<file path="config.mk">
export PLATFORM = sky130hd
export DESIGN_NAME = dtf_framer
export DESIGN_NICKNAME = d
export VERILOG_FILES = /design/src/hdl/dtf_pkg.sv /design/src/hdl/dtf_framer.sv /design/src/hdl/dtf_skid.sv
export VERILOG_INCLUDE_DIRS = /design/src /design/src/hdl
export SDC_FILE = /design/constraint.sdc
export NUM_CORES = 1
export LEC_CHECK = 0
export ABC_AREA = 0
export ABC_CLOCK_PERIOD_IN_PS = 2700
export BUFFER_PORTS_ARGS = -buffer_cell sky130_fd_sc_hd__buf_2
export CAP_MARGIN = 20
export CORE_ASPECT_RATIO = 1.4
export CORE_MARGIN = 2
export CORE_UTILIZATION = 60
export CTS_CLUSTER_SIZE = 12
export DETAILED_ROUTE_END_ITERATION = 8
export GPL_TIMING_DRIVEN = 0
export PLACE_DENSITY = 0.79
export SLEW_MARGIN = 20
export SYNTH_ARGS = -nofsm -noshare
export SYNTH_HDL_FRONTEND = slang
export SYNTH_SLANG_ARGS = --single-unit
</file>
<file path="constraint.sdc">
create_clock -name sys_clk -period 2.7 [get_ports sys_clk]
set_input_delay 0.27 -clock sys_clk [delete_from_list [all_inputs] [get_ports sys_clk]]
set_output_delay 0.27 -clock sys_clk [all_outputs]
set_load 0.01 [all_outputs]
</file>
<file path="src/hdl/dtf_map.svh">
`ifndef DTF_MAP_SVH
`define DTF_MAP_SVH

// ----------------------------------------------------------------------
// Transport packet layout
// ----------------------------------------------------------------------
`define DTF_PKT_LEN 188
`define DTF_HDR_LEN 4
`define DTF_PAYLOAD_LEN 184
`define DTF_PTR_POS 4
`define DTF_SYNC_BYTE 8'h47
`define DTF_MAC_PID 13'h1ffe
`define DTF_NULL_PID 13'h1fff
`define DTF_AFC_PAYLOAD_ONLY 2'b01
`define DTF_SCRAMBLE_OFF 2'b00
`define DTF_PRIORITY_OFF 1'b0
`define DTF_TEI_OFF 1'b0
`define DTF_STUFF_BYTE 8'hff
`define DTF_PTR_ZERO 8'h00

// ----------------------------------------------------------------------
// Timing
// ----------------------------------------------------------------------
`define DTF_SYS_CLK_HZ 100000000
`define DTF_MASTER_CLK_HZ 10240000
`define DTF_JITTER_NS 500
`define DTF_TS_WIDTH 32

`endif

</file>
<file path="src/hdl/dtf_pkg.sv">
package dtf_pkg;

   // -------------------------------------------------------------------
   // Kind of packet being emitted
   // -------------------------------------------------------------------
   typedef enum logic [1:0] {
      DTF_KIND_MAC,
      DTF_KIND_NULL,
      DTF_KIND_SVC
   } dtf_kind_t;

   // -------------------------------------------------------------------
   // Framer state
   // -------------------------------------------------------------------
   typedef struct packed {
      dtf_kind_t kind;
      logic [7:0] idx;
      logic [3:0] cc;
      logic payload_start_flag;
      logic in_frame;
      logic no_start;
      logic [31:0] ts_cnt;
      logic [23:0] ts_shift;
      logic [1:0] ts_left;
   } dtf_state_t;

endpackage : dtf_pkg

</file>
<file path="src/hdl/dtf_framer.sv">
`timescale 1ns/1ns
`include "dtf_map.svh"

// Overview of operation
// - Emit unbroken stream of 188-byte packets; the code stalls mid-packet while frame or service bytes are late.
// - Each packet is 4-byte header plus 184 payload.
// - Header PID marks data packets versus others.
// - Mixing other services optional, framer picks order.
// - Header, optional pointer byte, 183/184 payload bytes.
// - Timestamps count 10.24 MHz master clock ticks.
// - Timestamp jitter under 500 ns peak-to-peak.
// - Timestamp fixed at hand-over, no modulator delay.
// - Count difference tracks elapsed time within 500 ns.
// - Modulator jitter reduces the 500 ns allowance.
// - Sync byte 0x47, identifier 0x1ffe for data.
// - Adaptation control 01, priority 0, scrambling 00.
// - Start flag set puts pointer in fifth byte.
// - Gaps between frames filled with 0xff.
module dtf_framer
   import dtf_pkg::*;
(
   input wire logic sys_clk,
   input wire logic sys_rst,
   input wire logic [7:0] mac_data,
   input wire logic mac_ts,
   input wire logic mac_eof,
   input wire logic mac_valid,
   output logic mac_ready,
   input wire logic svc_enable,
   input wire logic [7:0] svc_data,
   input wire logic svc_sop,
   input wire logic svc_valid,
   output logic svc_ready,
   input wire logic mclk_tick,
   output logic [7:0] tx_data,
   output logic tx_sop,
   output logic tx_valid,
   input wire logic tx_ready
);
   // ---------------------------------------------------------------------
   // Constants
   // ---------------------------------------------------------------------
   localparam logic [7:0] LAST_IDX = 8'(`DTF_PKT_LEN - 1);
   localparam logic [7:0] HDR_LAST = 8'(`DTF_HDR_LEN - 1);
   localparam logic [7:0] PTR_IDX = 8'(`DTF_PTR_POS);
   localparam int SYS_PER_TICK = `DTF_SYS_CLK_HZ / `DTF_MASTER_CLK_HZ;
   localparam int JITTER_CYC = (`DTF_JITTER_NS * (`DTF_SYS_CLK_HZ / 1000000)) / 1000;

   // ---------------------------------------------------------------------
   // Header byte builder
   // ---------------------------------------------------------------------
   // Builds header byte idx for a given identifier, start flag and counter.
   function automatic logic [7:0] hdr_byte(
      input logic [1:0] idx,
      input logic [12:0] pid,
      input logic start_flag,
      input logic [3:0] cc
   );
      logic [7:0] b;
      b = `DTF_SYNC_BYTE;
      unique case (idx)
         2'd0: b = `DTF_SYNC_BYTE;
         2'd1: b = {`DTF_TEI_OFF, start_flag, `DTF_PRIORITY_OFF, pid[12:8]};
         2'd2: b = pid[7:0];
         2'd3: b = {`DTF_SCRAMBLE_OFF, `DTF_AFC_PAYLOAD_ONLY, cc};
      endcase
      return b;
   endfunction : hdr_byte

   // ---------------------------------------------------------------------
   // Input and output buffers
   // ---------------------------------------------------------------------
   logic mb_valid;
   logic mb_take;
   logic [9:0] mb_data;
   logic sb_valid;
   logic sb_take;
   logic [8:0] sb_data;
   logic ob_ready;
   logic emit;
   logic [7:0] emit_byte;
   logic emit_sop;
   logic [8:0] tx_word;

   // Data bytes with their timestamp and end-of-frame marks.
   dtf_skid #(.W(10)) u_mac_buf (
      .sys_clk(sys_clk),
      .sys_rst(sys_rst),
      .s_valid(mac_valid),
      .s_ready(mac_ready),
      .s_data({mac_eof, mac_ts, mac_data}),
      .m_valid(mb_valid),
      .m_ready(mb_take),
      .m_data(mb_data)
   );

   // Packets of the other service, already 188 bytes long.
   dtf_skid #(.W(9)) u_svc_buf (
      .sys_clk(sys_clk),
      .sys_rst(sys_rst),
      .s_valid(svc_valid),
      .s_ready(svc_ready),
      .s_data({svc_sop, svc_data}),
      .m_valid(sb_valid),
      .m_ready(sb_take),
      .m_data(sb_data)
   );

   // Output buffer: a modulator stall loses no byte.
   dtf_skid #(.W(9)) u_tx_buf (
      .sys_clk(sys_clk),
      .sys_rst(sys_rst),
      .s_valid(emit),
      .s_ready(ob_ready),
      .s_data({emit_sop, emit_byte}),
      .m_valid(tx_valid),
      .m_ready(tx_ready),
      .m_data(tx_word)
   );

   assign tx_data = tx_word[7:0];
   assign tx_sop = tx_word[8];

   // ---------------------------------------------------------------------
   // Framer state
   // ---------------------------------------------------------------------
   dtf_state_t r;
   dtf_state_t next_r;
   logic advance;

   // Chooses each byte, consumes inputs and steps through the packet.
   always_comb begin
      next_r = r;
      emit = 1'b0;
      emit_byte = `DTF_STUFF_BYTE;
      emit_sop = (r.idx == 8'h00);
      mb_take = 1'b0;
      sb_take = 1'b0;
      // The master clock count runs freely; ticks arrive synchronously.
      if (mclk_tick) begin
         next_r.ts_cnt = r.ts_cnt + 32'h0000_0001;
      end
      unique case (r.kind)
         DTF_KIND_SVC: begin
            emit = sb_valid;
            emit_byte = sb_data[7:0];
            sb_take = sb_valid && ob_ready;
         end
         DTF_KIND_NULL: begin
            emit = 1'b1;
            if (r.idx <= HDR_LAST) begin
               emit_byte = hdr_byte(r.idx[1:0], `DTF_NULL_PID, 1'b0, 4'h0);
            end
         end
         DTF_KIND_MAC: begin
            if (r.idx <= HDR_LAST) begin
               emit = 1'b1;
               emit_byte = hdr_byte(r.idx[1:0], `DTF_MAC_PID, r.payload_start_flag, r.cc);
            end else if (r.idx == PTR_IDX && r.payload_start_flag) begin
               // Frames start right here or after stuff bytes: pointer is zero.
               emit = 1'b1;
               emit_byte = `DTF_PTR_ZERO;
            end else if (r.in_frame || (!r.no_start && mb_valid)) begin
               // Frame bytes go out only as they arrive; a frame is split only at packet boundaries.
               emit = mb_valid;
               emit_byte = mb_data[7:0];
               mb_take = mb_valid && ob_ready;
            end else begin
               emit = 1'b1;
               emit_byte = `DTF_STUFF_BYTE;
            end
            // Timestamp bytes carry the count as it stands at hand-over.
            if (mb_take && r.ts_left != 2'd0) begin
               emit_byte = r.ts_shift[23:16];
               next_r.ts_shift = {r.ts_shift[15:0], 8'h00};
               next_r.ts_left = r.ts_left - 2'd1;
            end else if (mb_take && mb_data[8]) begin
               emit_byte = r.ts_cnt[31:24];
               next_r.ts_shift = r.ts_cnt[23:0];
               next_r.ts_left = 2'd3;
            end
            if (mb_take) begin
               next_r.in_frame = !mb_data[9];
               // Packets without a pointer may not start a new frame.
               if (mb_data[9] && !r.payload_start_flag) begin
                  next_r.no_start = 1'b1;
               end
            end
         end
         default: begin
            next_r.kind = DTF_KIND_NULL; // An illegal kind falls back to a null packet.
         end
      endcase
      advance = emit && ob_ready;
      // Step the byte index and pick the next packet at the boundary.
      if (advance) begin
         if (r.idx == LAST_IDX) begin
            next_r.idx = 8'h00;
            if (r.kind == DTF_KIND_MAC) begin
               next_r.cc = r.cc + 4'h1;
            end
            next_r.no_start = 1'b0;
            if (next_r.in_frame || mb_valid) begin
               next_r.kind = DTF_KIND_MAC;
               next_r.payload_start_flag = !next_r.in_frame;
            end else if (svc_enable && sb_valid && sb_data[8]) begin
               next_r.kind = DTF_KIND_SVC;
            end else begin
               next_r.kind = DTF_KIND_NULL;
            end
         end else begin
            next_r.idx = r.idx + 8'h01;
         end
      end
   end

   // ---------------------------------------------------------------------
   // Registers
   // ---------------------------------------------------------------------
   // Reset starts a null packet so the stream begins on a boundary.
   always_ff @(posedge sys_clk) begin
      if (sys_rst) begin
         r <= '{kind: DTF_KIND_NULL, default: '0};
      end else begin
         r <= next_r;
      end
   end

endmodule : dtf_framer

</file>
<file path="src/hdl/dtf_skid.sv">
`timescale 1ns/1ns

// Two-entry buffer with registered ready, valid and data.
module dtf_skid #(
   parameter int W = 8
) (
   input wire logic sys_clk,
   input wire logic sys_rst,
   input wire logic s_valid,
   output logic s_ready,
   input wire logic [W-1:0] s_data,
   output logic m_valid,
   input wire logic m_ready,
   output logic [W-1:0] m_data
);
   typedef struct packed {
      logic [W-1:0] main;
      logic [W-1:0] skid;
      logic main_full;
      logic skid_free;
   } dtf_skid_state_t;

   dtf_skid_state_t r;
   dtf_skid_state_t next_r;

   // --------------------------------------------------------------------
   // Next state
   // --------------------------------------------------------------------
   // The head drains or is empty: refill it from the skid entry first.
   always_comb begin
      next_r = r;
      if (m_ready || !r.main_full) begin
         if (!r.skid_free) begin
            next_r.main = r.skid;
            next_r.main_full = 1'b1;
            next_r.skid_free = 1'b1;
         end else begin
            next_r.main = s_data;
            next_r.main_full = s_valid;
         end
      end else if (s_valid && r.skid_free) begin
         next_r.skid = s_data;
         next_r.skid_free = 1'b0;
      end
   end

   // Registers; ready stands high through reset because the skid entry starts free.
   always_ff @(posedge sys_clk) begin
      if (sys_rst) begin
         r <= '{skid_free: 1'b1, default: '0};
      end else begin
         r <= next_r;
      end
   end

   // Outputs come straight from the registers.
   assign s_ready = r.skid_free;
   assign m_valid = r.main_full;
   assign m_data = r.main;
endmodule : dtf_skid

</file>
==> metrics list, run 1 <==
* Final Critical Period: 2.63 ns
- Arrival time of data at the critical path endpoint: 2.90 ns
- The routed layout has ~5700 vias.
- Crit path required time: 2.97 ns
- Final wirelength: 16.5 mm
- Number of enable-type register cells in the synthesized netlist: 0
- CTS tree: built
- Input and output buffers added on the ports amount to 37.
- CTS saw 137 sinks.
- Count of antenna diodes in the layout: 0
* Average footprint of a synthesized cell: roughly 8.5 sq um
* Worst r2r src: r[68]$_SDFFE_PP0N_
- For this run, the number of standard cells in the final layout without fillers is 951.
* Via density per instance: 5.96
- Root buffer cell: sky130_fd_sc_hd__clkbuf_16
- Leaving out fill and tap cells, the most frequent cells in the layout are sky130_fd_sc_hd__dfxtp_1 (137), sky130_fd_sc_hd__nor2_1 (131), sky130_fd_sc_hd__nand2_1 (72), sky130_fd_sc_hd__buf_2 (49), sky130_fd_sc_hd__mux2i_1 (41).
* Total count of hold-check failures in the final report: 0
- Across the VDD grid, the largest voltage drop is 463 uV.
* Number of max-cap violations: 0
* Antenna violations before repair: 0
- Sequential standard cell area: between 2000 and 3000 sq um
- Row count: 44
- Die outline area: 11400 sq um
* Clock power frac: a little under half
- PnR Total Power: a little over 5000 uW
- Global routing consumed, over all layers together, 29.7% of the routing resources.
- In this run, distinct cell masters in the synthesized netlist total 58.
- The number of global-route vias before repair came to approximately 5800.
- Global placement routability congestion: 0.919
- Net switching component of the power: ~1200 uW
- The endpoint identified for the worst register-to-register timing path is u_tx_buf.r[9]$_SDFFE_PP0P_.
- The H-tree was split into 4 levels.
* Antenna violation net count after detailed routing: 0
- STA classifies the critical path endpoint as a flop.
- In this run, synthesis produced a sequential element count of 137.
* Static power due to leakage: 0.00291 uW
* Reg2reg setup slack: 0.07 ns
- Number of cells after detailed placement: 920
- The worst path uses a little over nine tenths of the clock period.
* Timing endpoint of the critical path: u_tx_buf.r[9]$_SDFFE_PP0P_
- HPWL reported at the end of detailed placement: 12.0 mm
- In this run the power density over the cells is 684 nW/um^2.
* Worst-case headroom to the max-slew limit: 38.8%
* Highest achievable clock rate: 0.380 GHz
- Across the routed clock network, the largest skew measured is between 0.007 and 0.008 ns.
* DRT iter0 DRCs: 342
* Slew at the pin closest to its max-slew limit: 0.910 ns
- Startpoint kind of the worst setup timing path: flop
- Number of I/O pins: 38
- Summed over all layers, the global routing overflow is 0.
* Overall die height: between 100 and 150 microns
* Hold-fix buffer count after cts: 0
- Register-to-Register Path Depth: 6
* Footprint of the multi-input gates: 3340 sq um
- For this run, the detailed router's first-pass iteration total came to 5.
* Main flop type after synthesis: sky130_fd_sc_hd__dfxtp_1
- Worst-path maximum fanout: 10
* Final #Nets: 834
- The number of max-slew violations in the final report is 0.
- Path category of the worst min-delay check: in2reg
- Effective utilization at floorplan: 61.2%
* Number of buffers created by CTS: 17
- The most critical setup path has its startpoint at r[68]$_SDFFE_PP0N_.
* Sw Ratio: 24.6%
- Cell internal power was estimated by the tool at 3790 uW.
* Proportion of synthesized flip-flops having asynchronous set or reset: 0%
* Worst hold path stage count: 3
- The library cell used most frequently in the layout, excluding fill and tap cells, is sky130_fd_sc_hd__dfxtp_1.
- The area growth from synthesis to layout is 16.1%.
- The floorplan step set the die width to 90.8 microns.
- Counting along the longest clock path gives a buffer depth of 2.
- The first global-routing pass estimated 27.1 mm of wire.
- Drc violations: 0
* Core area: 10300 sq um
* Critical path type: reg2reg
- Post-synthesis cell area: 6330 sq um
- Run status: finished clean
- Number of nets produced by synthesis: 779
- In this run, the combinational gates consume 9.2% of the power.
- After clock tree synthesis, the clock-pin slew on the worst setup and hold paths is 0.06 ns.
* FILL cells: 846
* Synthesized instance count: 745
* Worst-case hold slack: 0.103 ns
- Maximum number of pins on one net before global-route repair: 17
* Total negative setup slack: 0 ns
- The number of setup buffers added after CTS is 0.
- Layout cells sized above 1: between 10 and 15%
- Setup violations remaining at the end of the flow were counted as 0.
- DR WL/cell: 17.4 microns
- Sequential cell area fraction in the yosys report: between 40% and 50%
- Ys Warns: 0
- The share of total power dissipated in sequential elements is 42.8%.
- Clock latency on the worst-skew pair: between 0.4 and 0.5 ns
* Number of gates resized after cts: 0
-- worst min path at each step --
stage	endpoint	start
after floorplan	u_tx_buf.s_ready$_SDFFE_PP1N_	sys_rst
after global placement	r[6]$_SDFFE_PP0P_	r[6]$_SDFFE_PP0P_
after detailed placement	r[9]$_SDFFE_PP0P_	r[9]$_SDFFE_PP0P_
after CTS	u_svc_buf.r[3]$_SDFFE_PP0P_	svc_data[1]
after global routing	u_mac_buf.r[9]$_SDFFE_PP0P_	mac_data[7]
final	u_svc_buf.r[3]$_SDFFE_PP0P_	svc_data[1]
-- state kept, by name, indices dropped and copies added, names as in the netlist --
signal	cells
u_svc_buf.r	9
u_mac_buf.m_valid	1
u_svc_buf.s_ready	1
u_svc_buf.m_valid	1
u_tx_buf.r	9
u_tx_buf.m_data	9
u_tx_buf.s_ready	1
u_mac_buf.m_data	10
u_mac_buf.s_ready	1
u_tx_buf.m_valid	1
r	75
u_svc_buf.m_data	9
u_mac_buf.r	10
-- power by group through the flow --
stage                     Clock, uW  Combinational (uW)  Sequential (uW)
after global placement            0                 433             2190
final                          2410                 460             2150
after global routing           2520                 504             2160
after CTS                      2440                 453             2150
after detailed placement          0                 447             2190
after floorplan                   0                 313             2180
-- final cells by class --
type | instances | area share [%]
multi-input combinational | 543 | 45.5
sequential | 137 | 37.3
clock buffer | 20 | 6.21
buffer | 48 | 3.10
timing repair buffer | 37 | 2.52
tap | 138 | 2.35
clock inverter | 12 | 2.23
inverter | 16 | 0.817
-- logic make-up (layout without fill, tap and decap cells) --
family | after synthesis | count (layout) | share of synthesized area (%)
AO/OA/AOI/OAI | 158 | 158 | 17.3
XOR/XNOR | 36 | 36 | 4.98
adder cells (fa/ha/maj) | 8 | 8 | 1.58
buffers and inverters | 65 | 133 | 4.56
flip-flops | 137 | 137 | 43.3
multiplexers | 41 | 41 | 6.48
AND/OR/NAND/NOR | 300 | 300 | 21.8
-- synth_stat cells, types with 15 or more instances --
cell                       instances  area share [%]
sky130_fd_sc_hd__xnor2_1          15             2.1
sky130_fd_sc_hd__a311oi_1         20             2.8
sky130_fd_sc_hd__mux2i_1          41             6.5
sky130_fd_sc_hd__a211oi_1         26             3.1
sky130_fd_sc_hd__clkbuf_1         27             1.6
sky130_fd_sc_hd__xor2_1           21             2.9
sky130_fd_sc_hd__a21oi_1          36             2.8
sky130_fd_sc_hd__nor2_1          131             7.8
sky130_fd_sc_hd__nand2_1          72             4.3
sky130_fd_sc_hd__inv_1            15            0.89
sky130_fd_sc_hd__dfxtp_1         137              43
sky130_fd_sc_hd__nand3_1          27             2.1
sky130_fd_sc_hd__o21ai_0          32             2.5
-- metal layers --
layer / global-route usage [%] / vias to the layer above / share of wire (%)
met5: 0 / - / 0
met4: 13.8 / 0 / 3.8
met3: 6.45 / 53 / 4.1
met2: 55.9 / 146 / 53
met1: 31.0 / 2723 / 39
li1: - / 2747 / -
-- critical path: stages, from the launching register on --
cell and delay, ns:
sky130_fd_sc_hd__dfxtp_1 0.38, sky130_fd_sc_hd__or4_4 0.62, sky130_fd_sc_hd__o311ai_4 0.51, sky130_fd_sc_hd__nor2_2 0.06, sky130_fd_sc_hd__buf_2 0.20, sky130_fd_sc_hd__a311oi_1 0.54, sky130_fd_sc_hd__a211oi_1 0.16
-- through the flow --
| step | utilization, % | worst slack (ns) | cell area, sq um |
|---|---|---|---|
| 2_1_floorplan | - | 0.491 | 6330 |
| 3_3_place_gp | 64.7 | 0.118 | 6690 |
| 3_5_place_dp | 64.7 | 0.0687 | 6690 |
| 4_1_cts | 70.6 | 0.0329 | 7310 |
| 5_1_grt | 71.0 | -0.0144 | 7350 |
| 6_report | 71.0 | 0.0708 | 7350 |
Note: power is estimated with default switching activity, not from simulation.
==> run 2: changes to the inputs <==
--- a/config.mk
+++ b/config.mk
@@ -15,7 +15,6 @@
 export CORE_UTILIZATION = 60
 export CTS_CLUSTER_SIZE = 12
 export DETAILED_ROUTE_END_ITERATION = 8
-export GPL_TIMING_DRIVEN = 0
 export PLACE_DENSITY = 0.79
 export SLEW_MARGIN = 20
 export SYNTH_ARGS = -nofsm -noshare
==> metrics list, run 2 (synthesized netlist as in run 1, its figures left out) <==
- The flow ran to the end, and the final reports show no timing, DRC or antenna violations.
* Die extent in x: 90.8 microns (unchanged)
* Die outline area: 11400 sq um (unchanged)
- The highest net fanout along the worst path is 10 (unchanged).
- Drc violations: 0 (unchanged)
* Core area: 10300 sq um (unchanged)
- The remaining global-route overflow came to 0 (unchanged).
* Count of vias placed by the detailed router: 5455 (-3.8%)
* Crit path largest cell delay: 0.61 ns (about the same)
- Clk slew on worst S/H paths: 0.06 ns (about the same)
- FILL cells: 832 (-1.7%)
- The iteration count of the initial detailed-routing pass came to 6 (+1).
* Setup slack after layout: 0.199 ns (+0.128 ns)
- Total negative setup slack: 0 ns (unchanged)
* Commonest non-fill, non-tap cells in the layout: sky130_fd_sc_hd__dfxtp_1 (137), sky130_fd_sc_hd__nor2_1 (131), sky130_fd_sc_hd__nand2_1 (72), sky130_fd_sc_hd__mux2i_1 (41), sky130_fd_sc_hd__buf_2 (36)
* DR WL/cell: 16.6 microns (-4.5%)
- The share of final-layout standard cells stronger than drive strength 1 is 12.2% (-1.2 points).
* Row count: 44 (unchanged)
- Counting flops per register, the top entry is r.
- The all-layer global routing usage was 27.6% (-2.1 points).
- The worst register-to-register path ends at u_tx_buf.m_data[4]$_SDFFE_PP0P_.
- Slew at the pin closest to its max-slew limit: 0.643 ns (-0.267 ns)
- Commonest non-fill, non-tap cell in the layout: sky130_fd_sc_hd__dfxtp_1
- The global-route wire length before repair came to 25.5 mm (-5.9%).
* Final Critical Period: 2.50 ns (-0.128 ns)
- Maximum number of pins on one net before global-route repair: 87 (+70)
- DP Area: 6580 sq um (-1.6%)
- Hold-fix buffer count after cts: 0 (unchanged)
* Vias in the first global route: 5399 (-7.0%)
* Antenna violations before repair: 0 (unchanged)
- Area delta synth->final: 13.9%
- The clock network latency to the later pin of the worst-skew pair is 0.41 ns (about the same).
- Worst r2r src: r[68]$_SDFFE_PP0N_
* Longest Clk Path Bufs: 2 (unchanged)
- Worst hold path stage count: 3 (unchanged)
- Flip-flop count of the largest register after layout: 75 (unchanged)
- The normalized max-slew margin is 57.1% (+18 points).
* Reg2reg setup slack: 0.20 ns (+0.13 ns)
- Clock tree sinks: 137 (unchanged)
- HPWL reported at the end of detailed placement: 10.9 mm (-9.2%)
- The count of non-filler cells in the finished layout is 914 (-3.9%).
- The hold violation count in the final report came to 0 (unchanged).
* Startpoint kind of the worst setup timing path: flop
- The total instance count after detailed placement came to 883 (-4.0%).
* Root buffer cell: sky130_fd_sc_hd__clkbuf_16
- Number of buffers created by CTS: 17 (unchanged)
* DRT iter0 DRCs: 330 (-3.5%)
- Number of max-cap violations: 0 (unchanged)
* Final #Nets: 798 (-4.3%)
* Static power due to leakage: 0.00284 uW (-2.7%)
* Path category of the worst min-delay check: in2reg
- Setup repair after global routing missed its margin: false
- The worst setup path is of the reg2reg kind.
* Max-slew violation total from the final report: 0 (unchanged)
- The final clock period utilization by the worst path was 92.6% (-4.8 points).
- The critical path goes through or4_4 -> o311ai_4 -> nor2_2 -> a311oi_1 -> a21boi_1 -> o21ai_0.
* Number of I/O pins: 38 (unchanged)
- Final wirelength: 15.2 mm (-8.3%)
- Arrival time of data at the critical path endpoint: 2.79 ns (-0.11 ns)
- For hold timing, the worst endpoint is u_svc_buf.r[8]$_SDFFE_PP0P_.
- The initial standard-cell utilization of the core was 61.2% (unchanged).
- Largest voltage drop on the vdd net: 395 uV (-15%)
- Crit path required time: 2.99 ns (+0.02 ns)
- Global placement routability congestion: 0.927 (+0.80%)
* Antenna violation net count after detailed routing: 0 (unchanged)
- The antenna diode instance count came to 0 (unchanged).
* Dpl ws: 0.182 ns (+0.113 ns)
* Slowest cell on the critical path: sky130_fd_sc_hd__or4_4
- Element type at the critical path end: flop
- Via density per instance: 5.97 (+0.12%)
- The power per cell area is 697 nW/um^2 (+1.9%).
- The maximum clock frequency came to 0.400 GHz (+5.1%).
- Post-route cell area: 7220 sq um (-1.8%)
- The count of input and output buffers came to 37 (unchanged).
* Crit. Startpoint: r[68]$_SDFFE_PP0N_
* Max H-tree Level: 4 (unchanged)
- Register-to-Register Path Depth: 6 (unchanged)
* CTS tree: built
- Overall die height: 126 microns (unchanged)
* Endpoints failing setup: 0 (unchanged)
- Worst clock skew: 0.00980 ns (+0.00217 ns)
- Hold Crit Start: svc_data[6]
## run 2: cell types whose count changed in the layout (fill, tap and decap cells not counted), moves of 2 or more
cell                       change
sky130_fd_sc_hd__nor4_1        +2
sky130_fd_sc_hd__nor4_2        -2
sky130_fd_sc_hd__buf_4         +3
sky130_fd_sc_hd__clkbuf_8      -2
sky130_fd_sc_hd__clkbuf_2      -2
sky130_fd_sc_hd__buf_1         -2
sky130_fd_sc_hd__clkbuf_1     -24
sky130_fd_sc_hd__buf_2        -13
sky130_fd_sc_hd__buf_12        +2
## run 2: layer usage
layer	up-vias	GRT usage [%]	wire length [microns]
met2	149	49.9	8030
met3	51	5.90	655
met1	2576	30.2	5860
li1	2679	-	-
met4	0	13.7	632
met5	-	0	0
## run 2: metrics by stage
stage	hold WS (ns)	util [%]	power [uW]
after floorplan	0.403	-	2490
after global placement	0.443	63.6	2600
after detailed placement	0.450	63.6	2620
after CTS	0.0898	69.6	5050
after global routing	0.104	69.7	5180
final	0.100	69.7	5030
## run 2: what timing repair did
action	CTS	global route
gates resized for setup	0	2
setup endpoints to repair	0	14
buffers inserted	0	0
## run 2: area by class of cell
cell class / instances / area (sq um) / area share, %
Clock inverter: 13 / 194 / 2.69
Multi-Input combinational cell: 543 / 3310 / 45.9
Clock buffer: 18 / 429 / 5.95
Inverter: 16 / 60.1 / 0.832
Sequential cell: 137 / 2740 / 38.0
Timing Repair Buffer: 49 / 303 / 4.20
Tap cell: 138 / 173 / 2.39
## run 2: worst max-delay path by stage
stage / end / slack [ns] / cells past startpoint
global placement: u_tx_buf.r[6]$_SDFFE_PP0P_ / 0.25 / 6
floorplan: r[17]$_SDFFE_PP0P_ / 0.49 / 9
finish: u_tx_buf.m_data[4]$_SDFFE_PP0P_ / 0.20 / 6
global route: u_mac_buf.m_data[3]$_SDFFE_PP0P_ / 0.1 / 9
detailed placement: u_mac_buf.m_data[8]$_SDFFE_PP0P_ / 0.18 / 9
CTS: u_mac_buf.m_data[8]$_SDFFE_PP0P_ / 0.16 / 9
## run 2: worst max-delay path: cells and delay by family, from the launching register on
kind	cells	cell delay (ns)
AOI/OAI and AO/OA	4	1.26
DFF	1	0.36
and+or+nand+nor	2	0.75
## run 2: where the power goes
group / switching, uW / internal, uW
clock network: 893 / 1550
registers: 63.2 / 2100
logic: 257 / 163
total: 1210 / 3810
